## src/include/twc_pkg.sv

```systemverilog
// Constants and types of the two-wire master controller.
// Assumes a 50 MHz core clock and a 32-bit Avalon-MM register port.
package twc_pkg;

  // ----------------------------------------------------------------
  // Register map (byte addresses)
  // ----------------------------------------------------------------
  localparam int             ADDR_W      = 5;
  localparam int             DATA_W      = 32;
  localparam logic [ADDR_W-1:0] OFS_CTRL    = 5'h00;
  localparam logic [ADDR_W-1:0] OFS_MODE    = 5'h04;
  localparam logic [ADDR_W-1:0] OFS_CLKDIV  = 5'h08;
  localparam logic [ADDR_W-1:0] OFS_STATUS  = 5'h0c;
  localparam logic [ADDR_W-1:0] OFS_TXDATA  = 5'h10;
  localparam logic [ADDR_W-1:0] OFS_RXDATA  = 5'h14;

  // ----------------------------------------------------------------
  // Field positions
  // ----------------------------------------------------------------
  localparam int CB_START    = 0;
  localparam int CB_MSEN     = 2;
  localparam int CB_MASTER_DISABLE_BIT    = 3;
  localparam int CB_SWRST    = 7;
  localparam int MB_READ     = 12;
  localparam int MF_ADDR_LSB = 16;
  localparam int DEV_ADDR_W  = 7;
  localparam int CF_LOW_LSB  = 0;
  localparam int CF_HIGH_LSB = 8;
  localparam int CF_EXP_LSB  = 16;
  localparam int DIV_W       = 8;
  localparam int EXP_W       = 3;
  localparam int SB_TRANSFER_COMPLETE_FLAG   = 0;
  localparam int SB_RECEIVE_READY_FLAG    = 1;
  localparam int SB_TRANSMIT_READY_FLAG    = 2;
  localparam int SB_NOT_ACKNOWLEDGE_FLAG     = 8;
  localparam int SB_STUCK    = 9;
  localparam int BYTE_W      = 8;

  // ----------------------------------------------------------------
  // Timing and reset values
  // ----------------------------------------------------------------
  localparam int               CNT_W        = 16;
  localparam int               DIVIDE_LIMIT = 8191;
  localparam logic [2:0]       BIT_LAST     = 3'h7;
  localparam logic [2:0]       BIT_FIRST    = 3'h0;
  localparam logic             RST_TRANSFER_COMPLETE_FLAG   = 1'b1;
  localparam logic             RST_TRANSMIT_READY_FLAG    = 1'b1;
  localparam logic [DIV_W-1:0] RST_DIV      = 8'h00;
  localparam logic [EXP_W-1:0] RST_EXP      = 3'h0;

  typedef enum logic [3:0] {
    ST_IDLE,
    ST_START,
    ST_BIT_LOW,
    ST_BIT_HIGH,
    ST_ACK_LOW,
    ST_ACK_HIGH,
    ST_STOP_LOW,
    ST_STOP_HIGH
  } twc_state_e;

endpackage

```

## src/include/twc_phase_if.sv

```systemverilog
// Link between the controller and its clock phase timer.
// Assumes both ends run on the same core clock.
`timescale 1ns/1ps
interface twc_phase_if;
  import twc_pkg::*;
  logic             load;
  logic [CNT_W-1:0] count;
  logic             run;
  logic             done;
  modport ctl (output load, output count, output run, input done);
  modport tmr (input load, input count, input run, output done);
endinterface

```

## src/rtl/twc_phase_timer.sv

```systemverilog
// Down counter timing one low or high phase of the serial clock.
// Assumes load and run come from logic on core_clk.
`timescale 1ns/1ps
module twc_phase_timer
  import twc_pkg::*;
(
  input wire logic core_clk,
  input wire logic rst_b,
  twc_phase_if.tmr ph
);

  typedef struct packed {
    logic [CNT_W-1:0] cnt;
  } tmr_s;

  tmr_s tmr_r;
  tmr_s tmr_nxt;

  always_comb
  begin
    tmr_nxt = tmr_r;
    if (ph.load)
      tmr_nxt.cnt = ph.count;
    else if (ph.run && tmr_r.cnt != '0)
      tmr_nxt.cnt = tmr_r.cnt - 1'b1;
  end

  // Count alone: the controller loads on done, so no path back from load
  assign ph.done = (tmr_r.cnt == '0);

  always_ff @(posedge core_clk or negedge rst_b)
  begin
    if (!rst_b)
      tmr_r <= '0;
    else
      tmr_r <= tmr_nxt;
  end
endmodule // twc_phase_timer

```

## src/rtl/two_wire_controller.sv

```systemverilog
// Two-wire bus master with Avalon-MM register port.
// Assumes open-drain pads outside; scl_in and sda_in are asynchronous.
//
// The Avalon-MM interface to the registers and the register addresses are this design's own decisions.
`timescale 1ns/1ps
module two_wire_controller
  import twc_pkg::*;
(
  input  wire logic              core_clk,
  input  wire logic              rst_b,
  input  wire logic [ADDR_W-1:0] avs_address,
  input  wire logic              avs_read,
  input  wire logic              avs_write,
  input  wire logic [DATA_W-1:0] avs_writedata,
  output logic      [DATA_W-1:0] avs_readdata,
  output logic                   avs_waitrequest,
  input  wire logic              scl_in,
  output logic                   scl_out,
  output logic                   scl_oe,
  input  wire logic              sda_in,
  output logic                   sda_out,
  output logic                   sda_oe
);

  typedef struct packed {
    logic                  scl_m;
    logic                  scl_s;
    logic                  sda_m;
    logic                  sda_s;
    logic                  ack;
    logic [DATA_W-1:0]     rdata;
    logic                  msen;
    logic                  stuck;
    logic                  start_req;
    logic                  read_dir;
    logic [DEV_ADDR_W-1:0] dev_addr;
    logic [DIV_W-1:0]      clock_low_divider;
    logic [DIV_W-1:0]      clock_high_divider;
    logic [EXP_W-1:0]      clock_prescale_exponent;
    logic [BYTE_W-1:0]     txdata;
    logic [BYTE_W-1:0]     rhr;
    logic [BYTE_W-1:0]     shifter;
    logic                  transfer_complete_flag;
    logic                  receive_ready_flag;
    logic                  transmit_ready_flag;
    logic                  not_acknowledge_flag;
    logic                  not_acknowledge_flag_pend;
    twc_state_e            state;
    logic [2:0]            bitn;
    logic                  data_phase;
    logic                  scl_drv;
    logic                  sda_drv;
  } ctl_s;

  ctl_s              ctl_r;
  ctl_s              ctl_nxt;
  logic              rd_cap;
  logic              wr_take;
  logic              recv;
  logic [CNT_W-1:0]  low_cnt;
  logic [CNT_W-1:0]  high_cnt;
  logic [DATA_W-1:0] status_word;

  twc_phase_if ph ();

  twc_phase_timer u_timer (
    .core_clk (core_clk),
    .rst_b    (rst_b),
    .ph       (ph)
  );

  // ----------------------------------------------------------------
  // Bus handshake
  // ----------------------------------------------------------------
  // Reads capture data and side effects on the first edge, writes act on the second
  assign avs_waitrequest = (avs_read || avs_write) && !ctl_r.ack;
  assign rd_cap          = avs_read && !ctl_r.ack;
  assign wr_take         = avs_write && ctl_r.ack;
  assign avs_readdata    = ctl_r.rdata;
  assign scl_out         = 1'b0;
  assign sda_out         = 1'b0;
  assign scl_oe          = ctl_r.scl_drv;
  assign sda_oe          = ctl_r.sda_drv;

  assign recv     = ctl_r.data_phase && ctl_r.read_dir;
  assign low_cnt  = {{(CNT_W-DIV_W){1'b0}}, ctl_r.clock_low_divider} << ctl_r.clock_prescale_exponent;
  assign high_cnt = {{(CNT_W-DIV_W){1'b0}}, ctl_r.clock_high_divider} << ctl_r.clock_prescale_exponent;

  always_comb
  begin
    status_word            = '0;
    status_word[SB_TRANSFER_COMPLETE_FLAG] = ctl_r.transfer_complete_flag;
    status_word[SB_RECEIVE_READY_FLAG]  = ctl_r.receive_ready_flag;
    status_word[SB_TRANSMIT_READY_FLAG]  = ctl_r.transmit_ready_flag;
    status_word[SB_NOT_ACKNOWLEDGE_FLAG]   = ctl_r.not_acknowledge_flag;
    status_word[SB_STUCK]  = ctl_r.stuck;
  end

  // ----------------------------------------------------------------
  // Next state
  // ----------------------------------------------------------------
  always_comb
  begin
    ctl_nxt       = ctl_r;
    ph.load       = 1'b0;
    ph.count      = low_cnt;
    // Bit, acknowledge and stop high phases count only while the line is seen high
    ph.run        = ctl_r.msen &&
                    !((ctl_r.state == ST_BIT_HIGH || ctl_r.state == ST_ACK_HIGH ||
                       ctl_r.state == ST_STOP_HIGH) && !ctl_r.scl_s);
    ctl_nxt.scl_m = scl_in;
    ctl_nxt.scl_s = ctl_r.scl_m;
    ctl_nxt.sda_m = sda_in;
    ctl_nxt.sda_s = ctl_r.sda_m;
    ctl_nxt.ack   = (avs_read || avs_write) && !ctl_r.ack;

    // Register reads and their side effects
    if (rd_cap)
    begin
      case (avs_address)
        OFS_MODE:   ctl_nxt.rdata = {{(DATA_W-MF_ADDR_LSB-DEV_ADDR_W){1'b0}}, ctl_r.dev_addr,
                                     {(MF_ADDR_LSB-MB_READ-1){1'b0}}, ctl_r.read_dir,
                                     {MB_READ{1'b0}}};
        OFS_CLKDIV: ctl_nxt.rdata = {{(DATA_W-CF_EXP_LSB-EXP_W){1'b0}}, ctl_r.clock_prescale_exponent,
                                     ctl_r.clock_high_divider, ctl_r.clock_low_divider};
        OFS_STATUS:
        begin
          ctl_nxt.rdata     = status_word;
          ctl_nxt.not_acknowledge_flag      = 1'b0;
          ctl_nxt.not_acknowledge_flag_pend = 1'b0;
        end
        OFS_TXDATA: ctl_nxt.rdata = {{(DATA_W-BYTE_W){1'b0}}, ctl_r.txdata};
        OFS_RXDATA:
        begin
          ctl_nxt.rdata = {{(DATA_W-BYTE_W){1'b0}}, ctl_r.rhr};
          ctl_nxt.receive_ready_flag = 1'b0;
        end
        default:    ctl_nxt.rdata = '0;
      endcase
    end

    // Register writes
    if (wr_take)
    begin
      case (avs_address)
        OFS_CTRL:
        begin
          if (avs_writedata[CB_MSEN])
            ctl_nxt.msen = 1'b1;
          if (avs_writedata[CB_MASTER_DISABLE_BIT])
            ctl_nxt.msen = 1'b0;
          if (avs_writedata[CB_START])
            ctl_nxt.start_req = 1'b1;
        end
        OFS_MODE:
        begin
          ctl_nxt.read_dir = avs_writedata[MB_READ];
          ctl_nxt.dev_addr = avs_writedata[MF_ADDR_LSB +: DEV_ADDR_W];
        end
        OFS_CLKDIV:
        begin
          ctl_nxt.clock_low_divider = avs_writedata[CF_LOW_LSB +: DIV_W];
          ctl_nxt.clock_high_divider = avs_writedata[CF_HIGH_LSB +: DIV_W];
          ctl_nxt.clock_prescale_exponent = avs_writedata[CF_EXP_LSB +: EXP_W];
        end
        OFS_TXDATA:
        begin
          ctl_nxt.txdata = avs_writedata[BYTE_W-1:0];
          ctl_nxt.transmit_ready_flag  = 1'b0;
        end
        default: ;
      endcase
    end

    // Frame engine, held still while the master is disabled
    if (ctl_r.msen)
    begin
      case (ctl_r.state)
        ST_IDLE:
        begin
          if (ctl_r.start_req)
          begin
            ctl_nxt.start_req = 1'b0;
            if (!ctl_r.stuck)
            begin
              ctl_nxt.sda_drv    = 1'b1;
              ctl_nxt.state      = ST_START;
              ctl_nxt.data_phase = 1'b0;
              ctl_nxt.shifter    = {ctl_r.dev_addr, ctl_r.read_dir};
              ctl_nxt.bitn       = BIT_LAST;
              ctl_nxt.transfer_complete_flag     = 1'b0;
              ctl_nxt.not_acknowledge_flag_pend  = 1'b0;
              ph.load            = 1'b1;
              ph.count           = high_cnt;
            end
          end
        end
        ST_START:
        begin
          if (ph.done)
          begin
            ctl_nxt.scl_drv = 1'b1;
            ctl_nxt.state   = ST_BIT_LOW;
            ph.load         = 1'b1;
          end
        end
        ST_BIT_LOW:
        begin
          ctl_nxt.sda_drv = !recv && !ctl_r.shifter[BYTE_W-1];
          if (ph.done)
          begin
            ctl_nxt.scl_drv = 1'b0;
            ctl_nxt.state   = ST_BIT_HIGH;
            ph.load         = 1'b1;
            ph.count        = high_cnt;
          end
        end
        ST_BIT_HIGH:
        begin
          if (ph.done)
          begin
            ctl_nxt.shifter = {ctl_r.shifter[BYTE_W-2:0], ctl_r.sda_s};
            ctl_nxt.scl_drv = 1'b1;
            ph.load         = 1'b1;
            if (ctl_r.bitn == BIT_FIRST)
              ctl_nxt.state = ST_ACK_LOW;
            else
            begin
              ctl_nxt.bitn  = ctl_r.bitn - 1'b1;
              ctl_nxt.state = ST_BIT_LOW;
            end
          end
        end
        ST_ACK_LOW:
        begin
          // Released: the slave answers, or a single read byte is refused
          ctl_nxt.sda_drv = 1'b0;
          if (ph.done)
          begin
            ctl_nxt.scl_drv = 1'b0;
            ctl_nxt.state   = ST_ACK_HIGH;
            ph.load         = 1'b1;
            ph.count        = high_cnt;
          end
        end
        ST_ACK_HIGH:
        begin
          if (ph.done)
          begin
            ctl_nxt.scl_drv = 1'b1;
            ctl_nxt.rhr     = ctl_r.shifter;
            ph.load         = 1'b1;
            if (recv)
              ctl_nxt.receive_ready_flag = 1'b1;
            if (!recv && ctl_r.sda_s)
            begin
              ctl_nxt.not_acknowledge_flag_pend = 1'b1;
              ctl_nxt.state     = ST_STOP_LOW;
            end
            else if (ctl_r.data_phase)
              ctl_nxt.state = ST_STOP_LOW;
            else
            begin
              ctl_nxt.data_phase = 1'b1;
              ctl_nxt.bitn       = BIT_LAST;
              ctl_nxt.shifter    = ctl_r.txdata;
              ctl_nxt.state      = ST_BIT_LOW;
              if (!ctl_r.read_dir)
                ctl_nxt.transmit_ready_flag = 1'b1;
            end
          end
        end
        ST_STOP_LOW:
        begin
          ctl_nxt.sda_drv = 1'b1;
          if (ph.done)
          begin
            ctl_nxt.scl_drv = 1'b0;
            ctl_nxt.state   = ST_STOP_HIGH;
            ph.load         = 1'b1;
            ph.count        = high_cnt;
          end
        end
        ST_STOP_HIGH:
        begin
          if (ph.done)
          begin
            ctl_nxt.sda_drv   = 1'b0;
            ctl_nxt.transfer_complete_flag    = 1'b1;
            ctl_nxt.not_acknowledge_flag      = ctl_r.not_acknowledge_flag_pend;
            ctl_nxt.not_acknowledge_flag_pend = 1'b0;
            ctl_nxt.state     = ST_IDLE;
          end
        end
        default: ctl_nxt.state = ST_IDLE;
      endcase
    end

    // Software reset; a frame cut with the clock held low wedges the engine
    if (wr_take && avs_address == OFS_CTRL && avs_writedata[CB_SWRST])
    begin
      ctl_nxt.stuck      = ctl_r.stuck || (ctl_r.state != ST_IDLE && ctl_r.scl_drv);
      ctl_nxt.msen       = 1'b0;
      ctl_nxt.start_req  = 1'b0;
      ctl_nxt.read_dir   = 1'b0;
      ctl_nxt.dev_addr   = '0;
      ctl_nxt.clock_low_divider      = RST_DIV;
      ctl_nxt.clock_high_divider      = RST_DIV;
      ctl_nxt.clock_prescale_exponent      = RST_EXP;
      ctl_nxt.transfer_complete_flag     = RST_TRANSFER_COMPLETE_FLAG;
      ctl_nxt.transmit_ready_flag      = RST_TRANSMIT_READY_FLAG;
      ctl_nxt.receive_ready_flag      = 1'b0;
      ctl_nxt.not_acknowledge_flag       = 1'b0;
      ctl_nxt.not_acknowledge_flag_pend  = 1'b0;
      ctl_nxt.state      = ST_IDLE;
      ctl_nxt.data_phase = 1'b0;
      ctl_nxt.scl_drv    = 1'b0;
      ctl_nxt.sda_drv    = 1'b0;
    end
  end

  always_ff @(posedge core_clk or negedge rst_b)
  begin
    if (!rst_b)
    begin
      ctl_r        <= '0;
      ctl_r.transfer_complete_flag <= RST_TRANSFER_COMPLETE_FLAG;
      ctl_r.transmit_ready_flag  <= RST_TRANSMIT_READY_FLAG;
      ctl_r.state  <= ST_IDLE;
    end
    else
      ctl_r <= ctl_nxt;
  end
endmodule // two_wire_controller

```

## config.mk

```make
export PLATFORM = sky130hd
export DESIGN_NAME = two_wire_controller
export DESIGN_NICKNAME = d
export VERILOG_FILES = /design/src/include/twc_pkg.sv /design/src/include/twc_phase_if.sv /design/src/rtl/twc_phase_timer.sv /design/src/rtl/two_wire_controller.sv
export SDC_FILE = /design/constraint.sdc
export NUM_CORES = 1
export LEC_CHECK = 0
export BUFFER_PORTS_ARGS = -buffer_cell sky130_fd_sc_hd__buf_2
export CORE_MARGIN = 10
export CORE_UTILIZATION = 53
export DETAILED_ROUTE_END_ITERATION = 6
export GPL_TIMING_DRIVEN = 0
export HOLD_SLACK_MARGIN = 0.08
export PLACE_DENSITY = 0.87
export SETUP_SLACK_MARGIN = 0.1
export SYNTH_ARGS = -nofsm -noshare
export SYNTH_HDL_FRONTEND = slang
export SYNTH_SLANG_ARGS = --single-unit
```

## constraint.sdc

```tcl
create_clock -name core_clk -period 2.1 [get_ports core_clk]
set_input_delay 0.315 -clock core_clk [delete_from_list [all_inputs] [get_ports core_clk]]
set_output_delay 0.315 -clock core_clk [all_outputs]
set_load 0.01 [all_outputs]
```

=== Word level (Yosys, flattened, before mapping) ===
Cells that the tools add are included.

* Word-level logic and storage cells: 194
* Memory bits (read-only): 0
* Bits of input ports: 43
* Bits in latches: 0
* RAM bits: 0
* Flip-flop bits (word level): 122
* Memories: 0

* Magnitude comparators: 0
* Shifts and indexed selects: 2
* Reductions and logical operators: 54
* Bitwise logic cells: 0
* Equality and inequality tests: 31
* Mux-type cells: 77
* Divide/modulo/power cells: 0
* $mul: 0
* Add/subtract/negate cells: 2

{| class="wikitable"
|+ Operators with widths
! cell !! count
|-
| $pmux W23 S5 || 1
|-
| $mux W16 || 6
|-
| $mux W8 || 6
|-
| $mux W9 || 5
|-
| $mux W36 || 1
|-
| $pmux W16 S2 || 1
|-
| $pmux W4 S8 || 1
|-
| $shl A8 B3 Y16 || 2
|-
| $mux W30 || 1
|-
| $mux W1 || 27
|-
| $mux W4 || 6
|-
| $pmux W8 S3 || 1
|-
| $mux W19 || 1
|-
| $ne A3 B3 Y1 const B || 6
|-
| $eq A4 B3 Y1 const B || 4
|-
| $logic_not A16 Y1 || 1
|-
| $reduce_bool A16 Y1 || 1
|-
| $sub A16 B1 Y16 const B || 1
|-
| $mux W15 || 1
|-
| $mux W3 || 5
|-
| $reduce_and A5 Y1 || 3
|-
| $ne A2 B2 Y1 const B || 7
|-
| $logic_and A1 B1 Y1 || 12
|-
| $ne A3 B2 Y1 const B || 4
|-
| other kinds (33) || 62
|}

=== Longest topological paths before layout ===
Gate-level depths: netlist of run 1.

* Depth in word-level cells: 10
* Depth in mapped cells: 10
* Gate-level depth less buffers: 8

=== Cells and area by module ===
A second synthesis of run 1 with hierarchy kept.

* Cell total of the unflattened synthesis: 701
* Area total of the unflattened synthesis: 6637.6 um^2

{| class="wikitable"
|+ By module, submodules not included
! module !! area an instance (um^2) !! seq. area each (um^2) !! times used !! cells each
|-
| two_wire_controller || 5574.1 || 2404.8 || 1 || 577
|-
| twc_phase_timer || 1063.5 || 400.4 || 1 || 124
|}

=== Least setup slack after synthesis of run 1 ===
OpenSTA, ideal clock, no wires.

* Path type: register to register
* From: register u_timer.tmr_r[0] in the netlist's numbering
* To: register u_timer.tmr_r[5] in the netlist's numbering
* Period minus slack after synthesis: 2.168 ns
* Cell stages (with the launch flop): 10
* Setup slack: -0.068 ns
* Arrival time: 2.032 ns
* Cells stage by stage: dfrtp_1 -> inv_1 -> ha_1 -> nor4b_2 -> nand4_2 -> a21o_1 -> buf_6 -> o221a_4 -> a222oi_1 -> mux2i_1

* Cells in the longest elaborated chain, start to end: 5
* Elaborated cells between the ends (all ways): 13
* Those cells by class: add/sub: 1; mux: 8; reduce/logical: 4

{| class="wikitable"
|+ RTL lines
! item !! RTL line !! RTL
|-
| start, declared || twc_phase_timer.sv:16 || <nowiki>tmr_s tmr_r;</nowiki>
|-
| start signal, assigned || twc_phase_timer.sv:36 || <nowiki>tmr_r <= tmr_nxt;</nowiki>
|-
| parallel branches: the longest is 5 deep, another holds $sub A16 B1 Y16 || -- ||
|}

Several ways; the timed one is not identified. The select of a mux whose other input is x is not followed.
A chain may end at the register's enable or synchronous reset.

=== Worst setup path in the final report of run 1 ===
* From: register u_timer.tmr_r[10] in the netlist's numbering
* To: register u_timer.tmr_r[5] in the netlist's numbering

* Cells in the longest elaborated chain, start to end: 5
* Elaborated cells between the ends (all ways): 11
* Those cells by class: mux: 7; reduce/logical: 4

{| class="wikitable"
|+ RTL lines
! item !! RTL line !! RTL
|-
| $logic_not A16 Y1 || twc_phase_timer.sv:29 || <nowiki>assign ph.done = (tmr_r.cnt == '0);</nowiki>
|-
| $mux W16 or $mux W1 (tied branches) || -- ||
|-
| $pmux W16 S2 or $pmux W1 S2 (tied branches) || two_wire_controller.sv:178 || <nowiki>case (ctl_r.state)</nowiki>
|-
| $mux W16 or $mux W1 (tied branches) || two_wire_controller.sv:176 || <nowiki>if (ctl_r.msen)</nowiki>
|-
| $mux W16 or $reduce_bool A2 Y1 (tied branches) || -- ||
|}

Several ways; a longest one is shown, not always the timed one.

==> results of run 1 <==
==> how the worst max path moves through the flow <==
stage,start,endpoint,slack (ns),depth (start not counted)
after floorplan,u_timer.tmr_r[4],u_timer.tmr_r[5],0.04,7
after global placement,rst_b,ctl_r[3],-0.48,1
after detailed placement,u_timer.tmr_r[9],u_timer.tmr_r[5],-0.43,7
after CTS,u_timer.tmr_r[0],u_timer.tmr_r[5],-0.21,9
after global routing,u_timer.tmr_r[1],u_timer.tmr_r[5],-0.28,9
final,u_timer.tmr_r[10],u_timer.tmr_r[5],-0.19,7
==> power by group <==
| group | leakage [nW] | internal [W] | switching (W) |
|---|---|---|---|
| sequential | 1.48 | 0.00255 | 0.000482 |
| combinational | 2.02 | 0.00116 | 0.00145 |
| clock | 0.153 | 0.000978 | 0.000872 |
| total | 3.65 | 0.00469 | 0.00280 |
==> sequential cells by signal (all words and copies together), names as in the netlist <==
signal         flops
scl_oe             1
sda_oe             1
ctl_r             69
u_timer.tmr_r     16
ctl_nxt            2
avs_readdata      23
==> per-layer routing <==
metal	track usage	wire, um	vias up
li1	-	-	2609
met1	0.2792	7541	2899
met2	0.3771	9463	327
met3	0.06974	1766	69
met4	0.1023	698	0
met5	0	0	-
==> worst reg2reg max path, stage by stage, from the launching register on <==
cell	delay, ns
dfrtp_2	0.44
nor4_4	0.36
nand4_2	0.19
a21o_1	0.20
buf_6	0.14
o221a_4	0.26
a222oi_1	0.41
mux2i_1	0.14
==> layout by cell type, fill, tap and decap left out, types with 8 or more instances in the layout <==
master / netlist / routed
xnor2_1: 10 / 9
mux2i_1: 37 / 31
nor2b_1: 8 / 8
buf_2: 6 / 62
clkbuf_1: 26 / 17
nand2_1: 105 / 100
buf_6: 3 / 16
o22ai_1: 19 / 16
clkbuf_16: 0 / 9
nor3_1: 15 / 8
o21ai_1: 1 / 14
o21ai_0: 32 / 15
conb_1: 1 / 11
dfrtp_1: 110 / 106
a21oi_1: 33 / 31
nand2b_1: 10 / 9
mux2_2: 23 / 14
a22o_1: 15 / 15
mux2_4: 0 / 9
nand3_1: 22 / 17
buf_4: 35 / 64
nor2_1: 44 / 39
==> stage by stage <==
step | worst slack, ns | hold slack [ns] | util
floorplan | 0.03621 | 0.01941 | -
global placement | -0.4751 | 0.3332 | 0.5970
detailed placement | -0.4252 | 0.3088 | 0.5996
CTS | -0.2144 | 0.1877 | 0.6768
global route | -0.2834 | 0.1905 | 0.7022
finish | -0.1867 | 0.1855 | 0.7024
==> area by class of cell <==
class                   count  share of cell area
repair buffers            103             0.08688
diodes                      1           0.0003081
clock inverters             6            0.009088
clock buffers              10             0.02942
inverters                   8            0.003697
flip-flops and latches    112              0.3460
multi-input cells         489              0.4415
plain buffers              72             0.06115
well taps                 143             0.02203
==> logic make-up (layout without fill, tap and decap cells) <==
family | after synthesis | after routing | synth area share
buf+inv | 80 | 199 | 0.07278
flops | 112 | 112 | 0.4422
simple gates | 246 | 246 | 0.1921
other cells | 1 | 12 | 0.0005911
fa+ha+maj | 3 | 3 | 0.005918
mux | 61 | 61 | 0.1028
xor+xnor | 13 | 13 | 0.01795
compound gates | 155 | 155 | 0.1657
==> timing repair <==
action | 4_1_cts | 5_1_grt
cloned | 3 | 0
endpoints found under the hold margin | 37 | 0
pin swaps | 23 | 19
setup endpoints to repair | 84 | 84
hold buffers | 3 | 0
gates resized for setup | 97 | 47
setup buffers | 26 | 14
==> flow_summary.ini, run 1 <==
[cells_and_area]
fin_area_sq_um = 8123
multi_input_area_sq_um = 3586
seqCellArea_sq_um = 2810
fin_cells = 944
nFillCells = 781
layout-drive-gt1-share = 0.3438
area_growth_pct = 28.05
final_nets = 841

[setup_path]
setup.worst_path.class = reg -> reg
crit_slowest_cell = dfrtp_2
ff2ff_path_depth = 7
critPathTopFamily = compound AO/OA/AOI/OAI gates
required_ns = 2.33
cp_cell_sequence = nor4_4, nand4_2, a21o_1, buf_6, o221a_4, a222oi_1, mux2i_1
path_buf_inv = 1
worstReg2RegEnd = u_timer.tmr_r[5]
rrSetupSlack_ns = -0.19
r2r-start = u_timer.tmr_r[10]
crit_path_start_kind = flop
endpoint_kind = flop
crit_fanout = 5
slowest_delay_ns = 0.44
worstPathArrival_ns = 2.52

[die]
start_util = 0.5485
core_sq_um = 11560
rows = 39
die_x_um = 129.4
io_pins = 80
die_area_sq_um = 16750
die_h_um = 129.4

[timing]
setup_slack_ns = -0.1867
tightestPinTransition_ns = 0.7245
tns_ns = -3.446
setup-violations-final = 36
grt_setup_unrepaired = yes
max_clock_freq_mhz = 437.3
period_needed_ns = 2.287
post-route-period-util = 1.089
slew_headroom = 0.5144
fin_skew_ns = 0.01271
finalHoldViolCount = 0
drv_slew = 0

[placed_design]
dp.cells = 884
dpl_cell_area_sq_um = 6934
portBuffers = 59
gp_congestion = 0.9232
hpwl_um = 13270

[route]
drcViolationCount = 0
routed_wl_um = 19470
dr.pass1.iters = 6
wl_per_cell_um = 20.62
drt_iter0_markers = 636
avgViaCountPerCell = 6.254
vias = 5904
ant_nets = 0

[clock_tree]
clock-sinks = 112
cts_tree = done
clock_latency_ns = 0.37
cts_buffers = 9
clk_pin_slew_ns = 0.07
clock-root-buffer = clkbuf_16
htree_num_levels = 3
clockBufferDepth = 2

[job]
cap_violations = 0

[hold_path]
min_path_cells = 3
hold_class = in -> reg
hold_end = ctl_r[45]
hp-start = avs_writedata[11]

[synth]
avgSynthCellArea_sq_um = 9.454
netlist_top_cells_count = 110 x dfrtp_1, 105 x nand2_1, 44 x nor2_1
synth_cell_types = 67
synthFlopType = dfrtp_1
synth_top_area_frac = 0.4339
ys_ff_latch = 112
synth.most_common_cell = dfrtp_1
syn_area_sq_um = 6344
seq_area_frac_synth = 0.4422
syn_inst = 671
synth_edf_count = 0
yosys.area.top_type = dfrtp_1
synthTopCellsByArea = dfrtp_1 43%, nand2_1 6.2%, mux2i_1 5.8%
synthArstFlopShare = 1.000
ys_warn_count = 0

[power_and_ir_drop]
power.total_w = 0.007486
power.density_nw_per_um2 = 921.6
ir_drop_mv = 0.8717
p_leak_nw = 3.653

[global_routing]
grt_start_max_net_pins = 78
grt_pass1_wl_um = 30730
first_global_vias = 5935
grt_overflow_total = 0
grtUsageTotal = 0.2317
antenna_found_initial = 0

[outcome]
failed_checks = setup timing
status = finished, violations left
No activity file was read; power rests on OpenSTA's default activity.
==> run 2, diff against run 1 <==
--- a/config.mk
+++ b/config.mk
@@ -6,13 +6,14 @@
 export NUM_CORES = 1
 export LEC_CHECK = 0
 export BUFFER_PORTS_ARGS = -buffer_cell sky130_fd_sc_hd__buf_2
-export CORE_MARGIN = 10
+export CORE_MARGIN = 3
 export CORE_UTILIZATION = 53
 export DETAILED_ROUTE_END_ITERATION = 6
 export GPL_TIMING_DRIVEN = 0
 export HOLD_SLACK_MARGIN = 0.08
 export PLACE_DENSITY = 0.87
 export SETUP_SLACK_MARGIN = 0.1
+export SKIP_LAST_GASP = 1
 export SYNTH_ARGS = -nofsm -noshare
 export SYNTH_HDL_FRONTEND = slang
 export SYNTH_SLANG_ARGS = --single-unit
==> run 2 against run 1 <==
The run still ends with setup timing left; flip-flop and latch count unchanged; clock-buffer cell count grew 1; cell area up 2.6%; register-to-register slack about the same; worst setup slack worse by 0.0097 ns; highest routed layer is now met5.
==> flow_summary.ini, run 2 (synthesis gave the netlist of run 1 again) <==
[timing]
post-route-period-util = 1.094
finalHoldViolCount = 0
tightestPinTransition_ns = 0.7401
fin_skew_ns = 0.01234
slew_headroom = 0.5066
setup_slack_ns = -0.1964
setup-violations-final = 38
drv_slew = 0
grt_setup_unrepaired = yes
holdWs_ns = 0.1860
tns_ns = -3.053
max_clock_freq_mhz = 435.5
period_needed_ns = 2.296

[setup_path]
required_ns = 2.33
crit_path_start_kind = flop
crit_fanout = 5
worstPathArrival_ns = 2.52
endpoint_kind = flop
setup.worst_path.class = reg -> reg

[die]
start_util = 0.5485
io_pins = 80
die_area_sq_um = 13320
die_h_um = 115.4
die_x_um = 115.4
rows = 39
core_sq_um = 11560

[route]
avgViaCountPerCell = 6.240
wl_per_cell_um = 20.61
vias = 5959
drt_iter0_markers = 602
dr.pass1.iters = 5
routed_wl_um = 19680
ant_nets = 0
drcViolationCount = 0

[cells_and_area]
area_growth_pct = 31.34
fin_cells = 955
final_nets = 853
postLayoutCoreUtil = 0.7204
antenna_cells = 0
final_common_cell = dfrtp_1
regMostFlops = ctl_r
largest_reg_flops = 69
nFillCells = 797
final_cell_mix = 107 x dfrtp_1, 95 x nand2_1, 67 x buf_4
layout-drive-gt1-share = 0.3818

[power_and_ir_drop]
p_leak_nw = 3.753
ir_drop_mv = 0.5867
power.density_nw_per_um2 = 902.6

[clock_tree]
cts_tree = done
clk_pin_slew_ns = 0.08
clock_latency_ns = 0.37
clock-root-buffer = clkbuf_16
cts_buffers = 9
htree_num_levels = 3
clock-sinks = 112
clockBufferDepth = 2

[outcome]
status = finished, violations left
failed_checks = setup timing

[global_routing]
grt_start_max_net_pins = 58
antenna_found_initial = 0
grt_pass1_wl_um = 30060
grt_overflow_total = 0
grtUsageTotal = 0.2886
first_global_vias = 5967

[hold_path]
hold_class = in -> reg

[job]
cap_violations = 0

[placed_design]
portBuffers = 59
hpwl_um = 12630
gp_congestion = 0.9451
post-place-ws_ns = -0.4693
dp.cells = 884
-- run 2: final cells by class --
cell class	instances	area [sq um]	area share
clock inverter	5	41.29	0.004956
multi-input combinational	489	3690	0.4429
sequential	112	2809	0.3371
timing repair buffer	115	839.6	0.1008
clock buffer	11	242.7	0.02913
inverter	8	30.03	0.003604
tap	143	178.9	0.02147
buffer	72	500.5	0.06007
-- run 2: worst max-delay path: stages, from the launching register on --
cell	delay, ns
dfrtp_1	0.42
nor2b_1	0.49
o31ai_4	0.13
a21o_1	0.19
buf_6	0.14
mux2i_2	0.19
a222oi_1	0.44
mux2i_1	0.15
-- run 2: metrics by stage --
step / cell area (sq um) / power [W]
global placement: 6904 / 0.004794
finish: 8332 / 0.007521
floorplan: 6430 / 0.004317
CTS: 7959 / 0.007099
global route: 8332 / 0.007878
detailed placement: 6934 / 0.004908
-- run 2: worst paths after layout --
| path | start | to | slack, ns | cells past startpoint |
|---|---|---|---|---|
| max in group asynchronous | rst_b | ctl_r[14] | 0.75 | 3 |
| hold reg to reg | ctl_nxt[104] | ctl_r[104] | 0.35 | 0 |
| setup reg to reg | ctl_r[67] | u_timer.tmr_r[5] | -0.20 | 7 |
| min in group asynchronous | rst_b | avs_readdata[15] | 0.57 | 2 |
| setup / recovery | ctl_r[67] | u_timer.tmr_r[5] | -0.20 | 7 |
| hold / removal | avs_writedata[13] | ctl_r[47] | 0.19 | 3 |
-- run 2: routing by layer --
layer / GRT usage / up-vias / wire length, um
li1: - / 2637 / -
met1: 0.3555 / 3002 / 7670
met2: 0.4815 / 260 / 9913
met3: 0.07684 / 58 / 1444
met4: 0.1135 / 2 / 599
met5: 0.02963 / - / 52
-- run 2: timing repair --
action                                  in CTS  in global routing
gates resized for setup                    117                 67
hold buffers                                 3                  0
cloned                                       4                  0
endpoints found under the setup margin      75                 83
endpoints found under the hold margin       57                  0
pin swaps                                   30                 31
buffers inserted                            35                 14
-- run 2: power by group --
part | switching (W) | internal [W]
clock | 0.000851 | 0.000853
sequential | 0.000496 | 0.00255
combinational | 0.00153 | 0.00125
total | 0.00287 | 0.00465
